$ cat config.mk
export PLATFORM = sky130hd
export DESIGN_NAME = can_acceptance_filter_rx_status
export DESIGN_NICKNAME = d
export VERILOG_FILES = /design/src/hw/can_filt_pkg.sv /design/src/hw/can_acceptance_filter_rx_status.sv
export VERILOG_INCLUDE_DIRS = /design/src /design/src/hw
export SDC_FILE = /design/constraint.sdc
export NUM_CORES = 2
export LEC_CHECK = 0
export BUFFER_PORTS_ARGS = -buffer_cell sky130_fd_sc_hd__buf_2
export CORE_MARGIN = 2
export CORE_UTILIZATION = 40
export DETAILED_ROUTE_END_ITERATION = 16
export PLACE_DENSITY = 0.54
export SYNTH_ARGS = -nofsm -noshare
export SYNTH_HDL_FRONTEND = slang
export SYNTH_SLANG_ARGS = --single-unit
export TNS_END_PERCENT = 1
$ cat constraint.sdc
create_clock -name pclk -period 5.9 [get_ports pclk]
set_input_delay 0.885 -clock pclk [delete_from_list [all_inputs] [get_ports pclk]]
set_output_delay 0.885 -clock pclk [all_outputs]
set_load 0.01 [all_outputs]
$ cat src/hw/can_filt_defs.svh
// Purpose: register map and field constants of the acceptance filter
// Assumes: APB byte addresses, one 32-bit word per register
// Notes:   16-bit registers sit in the low half of each word
`ifndef CAN_FILT_DEFS_SVH
`define CAN_FILT_DEFS_SVH

`define CF_NUM_FILTERS      16
`define CF_NUM_MASKS        3
`define CF_NUM_BUFFERS      32
`define CF_ADDR_W           12

`define CF_OFS_FLT_STD      12'h000
`define CF_OFS_FLT_EXT      12'h040
`define CF_OFS_MSEL_LO      12'h080
`define CF_OFS_MSEL_HI      12'h084
`define CF_OFS_MSK_STD      12'h088
`define CF_OFS_MSK_EXT      12'h094
`define CF_OFS_FULL_LO      12'h0A0
`define CF_OFS_FULL_HI      12'h0A4
`define CF_OFS_OVF_LO       12'h0A8
`define CF_OFS_OVF_HI       12'h0AC
`define CF_OFS_FLT_EN       12'h0B0
`define CF_OFS_BUF_PTR      12'h0B4
`define CF_OFS_IRQ_STAT     12'h0C4
`define CF_OFS_IRQ_MASK     12'h0C8

`define CF_STD_WMASK        16'hFFEB
`define CF_STD_SID_LSB      5
`define CF_STD_TYPE_BIT     3
`define CF_FLT_EN_RESET     16'hFFFF
`define CF_PTR_FIFO         4'hF
`define CF_IRQ_ACCEPT       0
`define CF_IRQ_OVERFLOW     1

`endif

$ cat src/hw/can_filt_pkg.sv
// Purpose: types shared by the acceptance filter
// Assumes: nothing
// Notes:   constants live in can_filt_defs.svh
`default_nettype none
package can_filt_pkg;
  typedef logic [15:0] reg16_type;
  typedef enum logic [1:0] {
    MASK_SRC_0   = 2'b00,
    MASK_SRC_1   = 2'b01,
    MASK_SRC_2   = 2'b10,
    MASK_SRC_RSV = 2'b11
  } mask_source_type;
endpackage
`default_nettype wire

$ cat src/hw/can_acceptance_filter_rx_status.sv
// Purpose: CAN receive acceptance filtering and receive buffer status
// Assumes: rx_* inputs come from logic on pclk; APB answers at once
// Notes:   one frame may be offered per cycle; result appears a cycle later
`include "can_filt_defs.svh"
`default_nettype none

// How it works
// - sixteen filters, each with standard id, extended id, type select
// - included standard id bits must equal the filter's stored bits
// - included extended id bits 17..0 must equal the filter's bits
// - type check on: filter type select picks extended or standard only
// - type check off: either frame type accepted on identifier match
// - mask standard bit one compares that bit, zero ignores it
// - mask extended bit one compares that bit, zero ignores it
// - two-bit source picks mask 0, 1 or 2; code three is reserved
// - mask sources packed two bits per filter in two registers
// - full flag per buffer, set when a message is written there
// - overflow flag set when a message targets a full buffer
// - bits 4 and 2 of standard id registers read zero
// - per filter enable, all set after reset, gates acceptance
// - four-bit pointer picks buffer 0..14, all ones picks the fifo
// - number of the hitting filter is given with each buffer write
module can_acceptance_filter_rx_status (
  // clock and reset
  input  wire logic                   pclk,
  input  wire logic                   presetn,
  // apb slave
  input  wire logic                   psel,
  input  wire logic                   penable,
  input  wire logic                   pwrite,
  input  wire logic [`CF_ADDR_W-1:0]  paddr,
  input  wire logic [31:0]            pwdata,
  output logic      [31:0]            prdata,
  output logic                        pready,
  output logic                        pslverr,
  // decoded frame from the bit-stream receiver
  input  wire logic                   rx_valid,
  input  wire logic                   rx_ext,
  input  wire logic [10:0]            rx_sid,
  input  wire logic [17:0]            rx_eid,
  input  wire logic [4:0]             fifo_buffer_index,
  // buffer write request towards the message store
  output logic                        buf_wr_valid,
  output logic      [4:0]             buf_wr_index,
  output logic      [4:0]             hit_filter_number,
  // interrupt
  output logic                        irq
);

  localparam int NF = `CF_NUM_FILTERS;
  localparam int NM = `CF_NUM_MASKS;

  // register storage
  can_filt_pkg::reg16_type flt_std_q [NF];
  can_filt_pkg::reg16_type flt_ext_q [NF];
  can_filt_pkg::reg16_type msk_std_q [NM];
  can_filt_pkg::reg16_type msk_ext_q [NM];
  logic [31:0]             mask_sel_q;
  logic [15:0]             filter_accept_enable_q;
  logic [63:0]             buf_ptr_q;
  logic [31:0]             rx_buffer_full_flag_q;
  logic [31:0]             rx_buffer_overflow_flag_q;
  logic [1:0]              irq_stat_q;
  logic [1:0]              irq_mask_q;
  logic                    buf_wr_valid_q;
  logic [4:0]              buf_wr_index_q;
  logic [4:0]              hit_num_q;

  // bus decode
  logic                    acc;
  logic                    wr;
  logic                    rd;
  logic                    hit_std;
  logic                    hit_ext;
  logic                    hit_mstd;
  logic                    hit_mext;
  logic                    hit_ptr;
  logic [3:0]              word_idx;
  logic                    mapped;
  logic [15:0]             rdata16;

  assign acc      = psel & penable;
  assign wr       = acc & pwrite;
  assign rd       = acc & ~pwrite;
  assign word_idx = paddr[5:2];
  assign hit_std  = paddr[11:6] == `CF_OFS_FLT_STD >> 6;
  assign hit_ext  = paddr[11:6] == `CF_OFS_FLT_EXT >> 6;
  assign hit_mstd = paddr >= `CF_OFS_MSK_STD && paddr < `CF_OFS_MSK_EXT;
  assign hit_mext = paddr >= `CF_OFS_MSK_EXT && paddr < `CF_OFS_FULL_LO;
  assign hit_ptr  = paddr >= `CF_OFS_BUF_PTR && paddr < `CF_OFS_IRQ_STAT;

  logic [1:0] mi_std;
  logic [1:0] mi_ext;
  logic [1:0] pi;
  assign mi_std = 2'(paddr - `CF_OFS_MSK_STD >> 2);
  assign mi_ext = 2'(paddr - `CF_OFS_MSK_EXT >> 2);
  assign pi     = 2'(paddr - `CF_OFS_BUF_PTR >> 2);

  // read mux, unimplemented bits read zero
  // zero reserved bits
  always_comb begin
    rdata16 = 16'h0000;
    mapped  = 1'b1;
    if (paddr[1:0] != 2'b00) begin
      mapped = 1'b0;
    end else if (hit_std) begin
      rdata16 = flt_std_q[word_idx] & `CF_STD_WMASK;
    end else if (hit_ext) begin
      rdata16 = flt_ext_q[word_idx];
    end else if (hit_mstd) begin
      rdata16 = msk_std_q[mi_std] & `CF_STD_WMASK;
    end else if (hit_mext) begin
      rdata16 = msk_ext_q[mi_ext];
    end else if (hit_ptr) begin
      rdata16 = buf_ptr_q[pi*16 +: 16];
    end else begin
      case (paddr)
        `CF_OFS_MSEL_LO:  rdata16 = mask_sel_q[15:0];
        `CF_OFS_MSEL_HI:  rdata16 = mask_sel_q[31:16];
        `CF_OFS_FULL_LO:  rdata16 = rx_buffer_full_flag_q[15:0];
        `CF_OFS_FULL_HI:  rdata16 = rx_buffer_full_flag_q[31:16];
        `CF_OFS_OVF_LO:   rdata16 = rx_buffer_overflow_flag_q[15:0];
        `CF_OFS_OVF_HI:   rdata16 = rx_buffer_overflow_flag_q[31:16];
        `CF_OFS_FLT_EN:   rdata16 = filter_accept_enable_q;
        `CF_OFS_IRQ_STAT: rdata16 = {14'h0000, irq_stat_q};
        `CF_OFS_IRQ_MASK: rdata16 = {14'h0000, irq_mask_q};
        default:          mapped  = 1'b0;
      endcase
    end
  end

  assign pready  = 1'b1;
  assign pslverr = acc & ~mapped;
  assign prdata  = {16'h0000, rdata16};

  always_ff @(posedge pclk or negedge presetn) begin
    if (!presetn) begin
      for (int i = 0; i < NF; i++) begin
        flt_std_q[i] <= 16'h0000;
        flt_ext_q[i] <= 16'h0000;
      end
    end else if (wr && paddr[1:0] == 2'b00) begin
      if (hit_std) begin
        flt_std_q[word_idx] <= pwdata[15:0] & `CF_STD_WMASK;
      end
      if (hit_ext) begin
        flt_ext_q[word_idx] <= pwdata[15:0];
      end
    end
  end

  // mask storage
  always_ff @(posedge pclk or negedge presetn) begin
    if (!presetn) begin
      for (int m = 0; m < NM; m++) begin
        msk_std_q[m] <= 16'h0000;
        msk_ext_q[m] <= 16'h0000;
      end
    end else if (wr && paddr[1:0] == 2'b00) begin
      if (hit_mstd) begin
        msk_std_q[mi_std] <= pwdata[15:0] & `CF_STD_WMASK;
      end
      if (hit_mext) begin
        msk_ext_q[mi_ext] <= pwdata[15:0];
      end
    end
  end

  always_ff @(posedge pclk or negedge presetn) begin
    if (!presetn) begin
      mask_sel_q <= 32'h00000000;
    end else if (wr && paddr == `CF_OFS_MSEL_LO) begin
      mask_sel_q[15:0] <= pwdata[15:0];
    end else if (wr && paddr == `CF_OFS_MSEL_HI) begin
      mask_sel_q[31:16] <= pwdata[15:0];
    end
  end

  always_ff @(posedge pclk or negedge presetn) begin
    if (!presetn) begin
      filter_accept_enable_q <= `CF_FLT_EN_RESET;
    end else if (wr && paddr == `CF_OFS_FLT_EN) begin
      filter_accept_enable_q <= pwdata[15:0];
    end
  end

  // buffer pointers, four filters per register
  always_ff @(posedge pclk or negedge presetn) begin
    if (!presetn) begin
      buf_ptr_q <= 64'h0000000000000000;
    end else if (wr && hit_ptr && paddr[1:0] == 2'b00) begin
      buf_ptr_q[pi*16 +: 16] <= pwdata[15:0];
    end
  end

  // per filter compare
  logic [NF-1:0] hit_vec;
  generate
    for (genvar f = 0; f < NF; f++) begin : g_filt
      logic [1:0]  src;
      logic [15:0] ms;
      logic [15:0] me;
      logic [10:0] fsid;
      logic [10:0] msid;
      logic [17:0] feid;
      logic [17:0] meid;
      logic        sid_ok;
      logic        eid_ok;
      logic        type_ok;
      assign src  = mask_sel_q[2*f +: 2];
      assign ms   = (src == can_filt_pkg::MASK_SRC_RSV) ? 16'h0000 :
                    msk_std_q[src];
      assign me   = (src == can_filt_pkg::MASK_SRC_RSV) ? 16'h0000 :
                    msk_ext_q[src];
      assign fsid = flt_std_q[f][15:`CF_STD_SID_LSB];
      assign msid = ms[15:`CF_STD_SID_LSB];
      assign feid = {flt_std_q[f][1:0], flt_ext_q[f]};
      assign meid = {ms[1:0], me};
      assign sid_ok = ((rx_sid ^ fsid) & msid) == 11'h000;
      assign eid_ok = !rx_ext || ((rx_eid ^ feid) & meid) == 18'h00000;
      assign type_ok = !ms[`CF_STD_TYPE_BIT] ||
                       (flt_std_q[f][`CF_STD_TYPE_BIT] == rx_ext);
      assign hit_vec[f] = filter_accept_enable_q[f] && sid_ok && eid_ok &&
                          type_ok && src != can_filt_pkg::MASK_SRC_RSV;
    end
  endgenerate

  logic [3:0] win;
  always_comb begin
    win = 4'h0;
    for (int i = NF - 1; i >= 0; i--) begin
      if (hit_vec[i]) begin
        win = 4'(i);
      end
    end
  end

  logic       accept;
  logic [3:0] win_ptr;
  logic [4:0] dest;
  assign accept  = rx_valid && (hit_vec != 16'h0000);
  assign win_ptr = buf_ptr_q[4*win +: 4];
  assign dest    = (win_ptr == `CF_PTR_FIFO) ? fifo_buffer_index :
                   {1'b0, win_ptr};

  always_ff @(posedge pclk or negedge presetn) begin
    if (!presetn) begin
      buf_wr_valid_q <= 1'b0;
      buf_wr_index_q <= 5'h00;
      hit_num_q      <= 5'h00;
    end else begin
      buf_wr_valid_q <= accept;
      if (accept) begin
        buf_wr_index_q <= dest;
        hit_num_q      <= {1'b0, win};
      end
    end
  end
  assign buf_wr_valid      = buf_wr_valid_q;
  assign buf_wr_index      = buf_wr_index_q;
  assign hit_filter_number = hit_num_q;

  logic [31:0] set_vec;
  logic [31:0] full_keep;
  logic [31:0] ovf_keep;
  assign set_vec   = accept ? (32'h00000001 << dest) : 32'h00000000;
  assign full_keep = !wr ? 32'hFFFFFFFF :
                     paddr == `CF_OFS_FULL_LO ? {16'hFFFF, pwdata[15:0]} :
                     paddr == `CF_OFS_FULL_HI ? {pwdata[15:0], 16'hFFFF} :
                     32'hFFFFFFFF;
  assign ovf_keep  = !wr ? 32'hFFFFFFFF :
                     paddr == `CF_OFS_OVF_LO ? {16'hFFFF, pwdata[15:0]} :
                     paddr == `CF_OFS_OVF_HI ? {pwdata[15:0], 16'hFFFF} :
                     32'hFFFFFFFF;

  // full set on write, set wins
  always_ff @(posedge pclk or negedge presetn) begin
    if (!presetn) begin
      rx_buffer_full_flag_q <= 32'h00000000;
    end else begin
      rx_buffer_full_flag_q <= (rx_buffer_full_flag_q & full_keep) | set_vec;
    end
  end

  always_ff @(posedge pclk or negedge presetn) begin
    if (!presetn) begin
      rx_buffer_overflow_flag_q <= 32'h00000000;
    end else begin
      rx_buffer_overflow_flag_q <= (rx_buffer_overflow_flag_q & ovf_keep) |
                                   (set_vec & rx_buffer_full_flag_q);
    end
  end

  // interrupt status, cleared by read, events win
  logic [1:0] irq_evt;
  assign irq_evt = {accept && |(set_vec & rx_buffer_full_flag_q), accept};
  always_ff @(posedge pclk or negedge presetn) begin
    if (!presetn) begin
      irq_stat_q <= 2'b00;
    end else if (rd && paddr == `CF_OFS_IRQ_STAT) begin
      irq_stat_q <= irq_evt;
    end else begin
      irq_stat_q <= irq_stat_q | irq_evt;
    end
  end

  always_ff @(posedge pclk or negedge presetn) begin
    if (!presetn) begin
      irq_mask_q <= 2'b00;
    end else if (wr && paddr == `CF_OFS_IRQ_MASK) begin
      irq_mask_q <= pwdata[1:0];
    end
  end
  assign irq = |(irq_stat_q & irq_mask_q);
endmodule
`default_nettype wire

==> summary.md <==
| Metric | Value |
|---|---|
| Row cnt | 138 |
| Core area | 141,000 um^2 |
| Clock Pin Slew Worst Setup and Hold Paths | about 70 ps |
| VDD IR-drop max | 223 uV |
| Max-slew headroom | 0.116 |
| Cell total after placement | between 8,000 and 9,000 |
| Max stage delay on crit path | 590 ps |
| Synth async-reset ratio | 1.00 |
| Bufs on Longest Clock Path | 3 |
| Vias per Instance | 6.31 |
| Slowest cell on crit path | or4_4 |
| Synth Area per Inst | ~10 um^2 |
| Die X-Extent | between 300 and 400 um |
| Worst setup margin | -329 ps |
| EDFF count, synth | 0 |
| CTS root buf | clkbuf_16 |
| Final setup violation count | 4 |
| CTS tree | built |
| Worst-Margin Slew | 1330 ps |
| Final wirelength | 312,000 um |
| Grt total ovfl | 0 |
| Commonest non-fill, non-tap cell in the layout | buf_4 |
| Tcrit/Tclk final | 1.06 |
| Yosys reg bits | 760 |
| Gpl congestion | 1.02 |
| # nets final | 6,695 |
| Main flop type after synthesis | dfrtp_1 |
| Crit path DAT | about 7000 ps |
| Outcome | finished with violations |
| Pleak | 31.1 nW |
| PwrDens | 182 nW/um^2 |
| Layout cells sized above 1 | 0.408 |
| Startpoint Class | flop |
| Synthesis Warnings | 0 |
| Vias in the first global route | 52,600 |
| Initial Util | 0.402 |
| 1st-pass router iterations | 8 |
| Cell Area, Synth | about 57,000 um^2 |
| FMAX | 161 MHz |
| Overall Global Routing Usage | 0.422 |
| Drt wl/cell | approximately 36 um |
| Pre-CTS WS | -1370 ps |
| Post-synthesis sequential area ratio | 0.336 |
| Hold WC Path Type | in2async |
| Pin count of the biggest net entering global routing | 160 |
| Worst skew pair latency | 750 ps |
| Worst-path fanout max | 7 |
| Worst Path Required | 6520 ps |
| DR iter-0 viols | 6,587 |
| CTS HTree Levels | 3 |
| Final min period | 6230 ps |
| Synth Instances | approximately 5,700 |
| Synth-to-layout area growth | 27.6% |
| DR vias | 54,200 |
| CP Capture Type | flop |
| Synth top area share | 0.328 |
| Violated checks | setup timing |
| Fin Setup TNS | -418 ps |
| WP buf/inv | 3 |
| RSZ-0062 raised after global routing | true |
| Cell Chain, Critical Path | buf_12, buf_16, mux2_4, a222oi_1, o2111ai_2, or4_4, and4b_2, o211ai_4, a2111o_1, nand2_4, mux2_4, a2111oi_4, o311ai_4, a32o_2, buf_4, mux2i_1, or3_1, a31oi_1, or4_1, or4_1 |
| Io pins | 131 |
| Die ar. | 145,000 um^2 |
| Clock sinks | 760 |
| Non-filler instance count after layout | 8,581 |
| Area contributors post-synth | dfrtp_1 33%, mux2_2 16%, mux4_2 6.6%, xnor2_1 6.1%, mux2i_1 5.0% |
| Max-Cap Viols | 0 |
| CTS buffer count | 94 |
| First-pass GRT wire length | 429,000 um |
| Initial antenna violation count | 30 |
| Max Slew Vio Count | 0 |
| Final Hold Viols | 0 |
| Die Span Y | 381 um |
| Worst path top cell family by delay | compound AO/OA/AOI/OAI gates |
| Most area-hungry cell type in the Yosys netlist | dfrtp_1 |
| Most frequent cells in the layout | 1,231 x buf_4, 823 x mux2_2, 718 x dfrtp_1 |
| Post-route ant nets | 0 |
| Number of port buffers | 96 |
| DRC Markers | 0 |
| Clock skew | 46.0 ps |
| WS Path Type | reg2reg |
| Post-CTS Hold Buffers | 0 |
| HPWL after DPL | 240,000 um |
| Netlist cell types | just under 100 |
==> cells in the mapped netlist, types with 24 or more instances <==
cell         n
inv_1       45
buf_4       28
nor2b_1     43
o31ai_1     27
nor3_1      29
a222oi_1    38
dfrtp_1    744
a21oi_1    440
buf_2      120
mux2_2     824
mux4_2     167
nand4_1     40
a22oi_1     99
a211oi_1   115
xor2_1      86
nor2_1     116
nand3_1     85
o21ai_0    281
buf_1       43
xnor2_1    394
mux2i_1    283
a2111oi_0   39
nor4_1      71
nand2b_1   348
nand2_1    347
o211ai_1    24
o2bb2ai_1   40
clkbuf_1   441
==> area by class of cell <==
class	instances	area, um^2
clock inverters	41	622
flip-flops and latches	760	19100
well taps	1890	2360
diodes	10	25.0
inverters	48	184
repair buffers	1447	12100
multi-input cells	4251	35200
fillers	13000	68700
clock buffers	134	2760
==> per-layer routing <==
layer,global-route usage,share of wire,up-vias
met5,0,0.00040,-
met4,0.181,0.053,18
met3,0.0809,0.091,632
met2,0.635,0.43,2998
met1,0.590,0.42,27800
li1,-,-,22700
==> report_power, final <==
part           internal, mW  total [mW]  switching (mW)  leakage [nW]
logic                 0.492        1.42           0.926          18.9
registers              5.22        5.24          0.0132          10.5
clock network          3.83        6.48            2.65          1.65
==> final timing paths <==
| path | cells past startpoint | from | slack, ps | endpoint |
|---|---|---|---|---|
| hold / removal | 1 | presetn | 160 | rx_buffer_full_flag_q[29] |
| setup / recovery | 20 | mask_sel_q[30] | -330 | irq_stat_q[1] |
| min in group pclk | 3 | fifo_buffer_index[4] | 430 | buf_wr_index[4] |
| hold reg to reg | 2 | buf_wr_index[4] | 470 | buf_wr_index[4] |
| max in group asynchronous | 2 | presetn | 4010 | mask_sel_q[22] |
| setup reg to reg | 20 | mask_sel_q[30] | -330 | irq_stat_q[1] |
==> per-stage QoR <==
| stage | hold slack, ps | cell area (um^2) | util | power, mW |
|---|---|---|---|---|
| final | 162 | 72400 | 0.513 | 13.1 |
| after CTS | 189 | 72200 | 0.512 | 13.2 |
| after global routing | 207 | 72300 | 0.513 | 13.4 |
| after global placement | 458 | 68500 | 0.485 | 6.72 |
| after detailed placement | 470 | 68500 | 0.485 | 6.72 |
| after floorplan | 450 | 56800 | - | 5.91 |
==> registers in the layout, indices dropped and copies added (netlist names) <==
register                   flops
msk_ext_q                     48
flt_std_q                    224
msk_std_q                     42
irq_stat_q                     2
hit_filter_number              4
mask_sel_q                    32
rx_buffer_full_flag_q         32
buf_ptr_q                     64
flt_ext_q                    256
buf_wr_valid                   1
rx_buffer_overflow_flag_q     32
buf_wr_index                   5
irq_mask_q                     2
filter_accept_enable_q        16
==> cell families (layout without fill, tap and decap cells) <==
group | Yosys count | after routing | share of synthesized area
AO/OA/AOI/OAI | 1289 | 1289 | 0.146
XOR/XNOR | 480 | 480 | 0.0741
other | 2 | 28 | 0.000132
flip-flops | 760 | 760 | 0.336
adder cells (fa/ha/maj) | 8 | 8 | 0.00177
buffers and inverters | 690 | 1670 | 0.0515
AND/OR/NAND/NOR | 1167 | 1167 | 0.108
multiplexers | 1289 | 1289 | 0.283
==> timing repair <==
item,CTS,global route
setup buffers,4,0
gates resized for setup,56,49
endpoints found under the setup margin,66,50
hold endpoints to repair,0,0
pin swaps,14,11
gates cloned,1,0
Power figures use the tool's default switching activity.
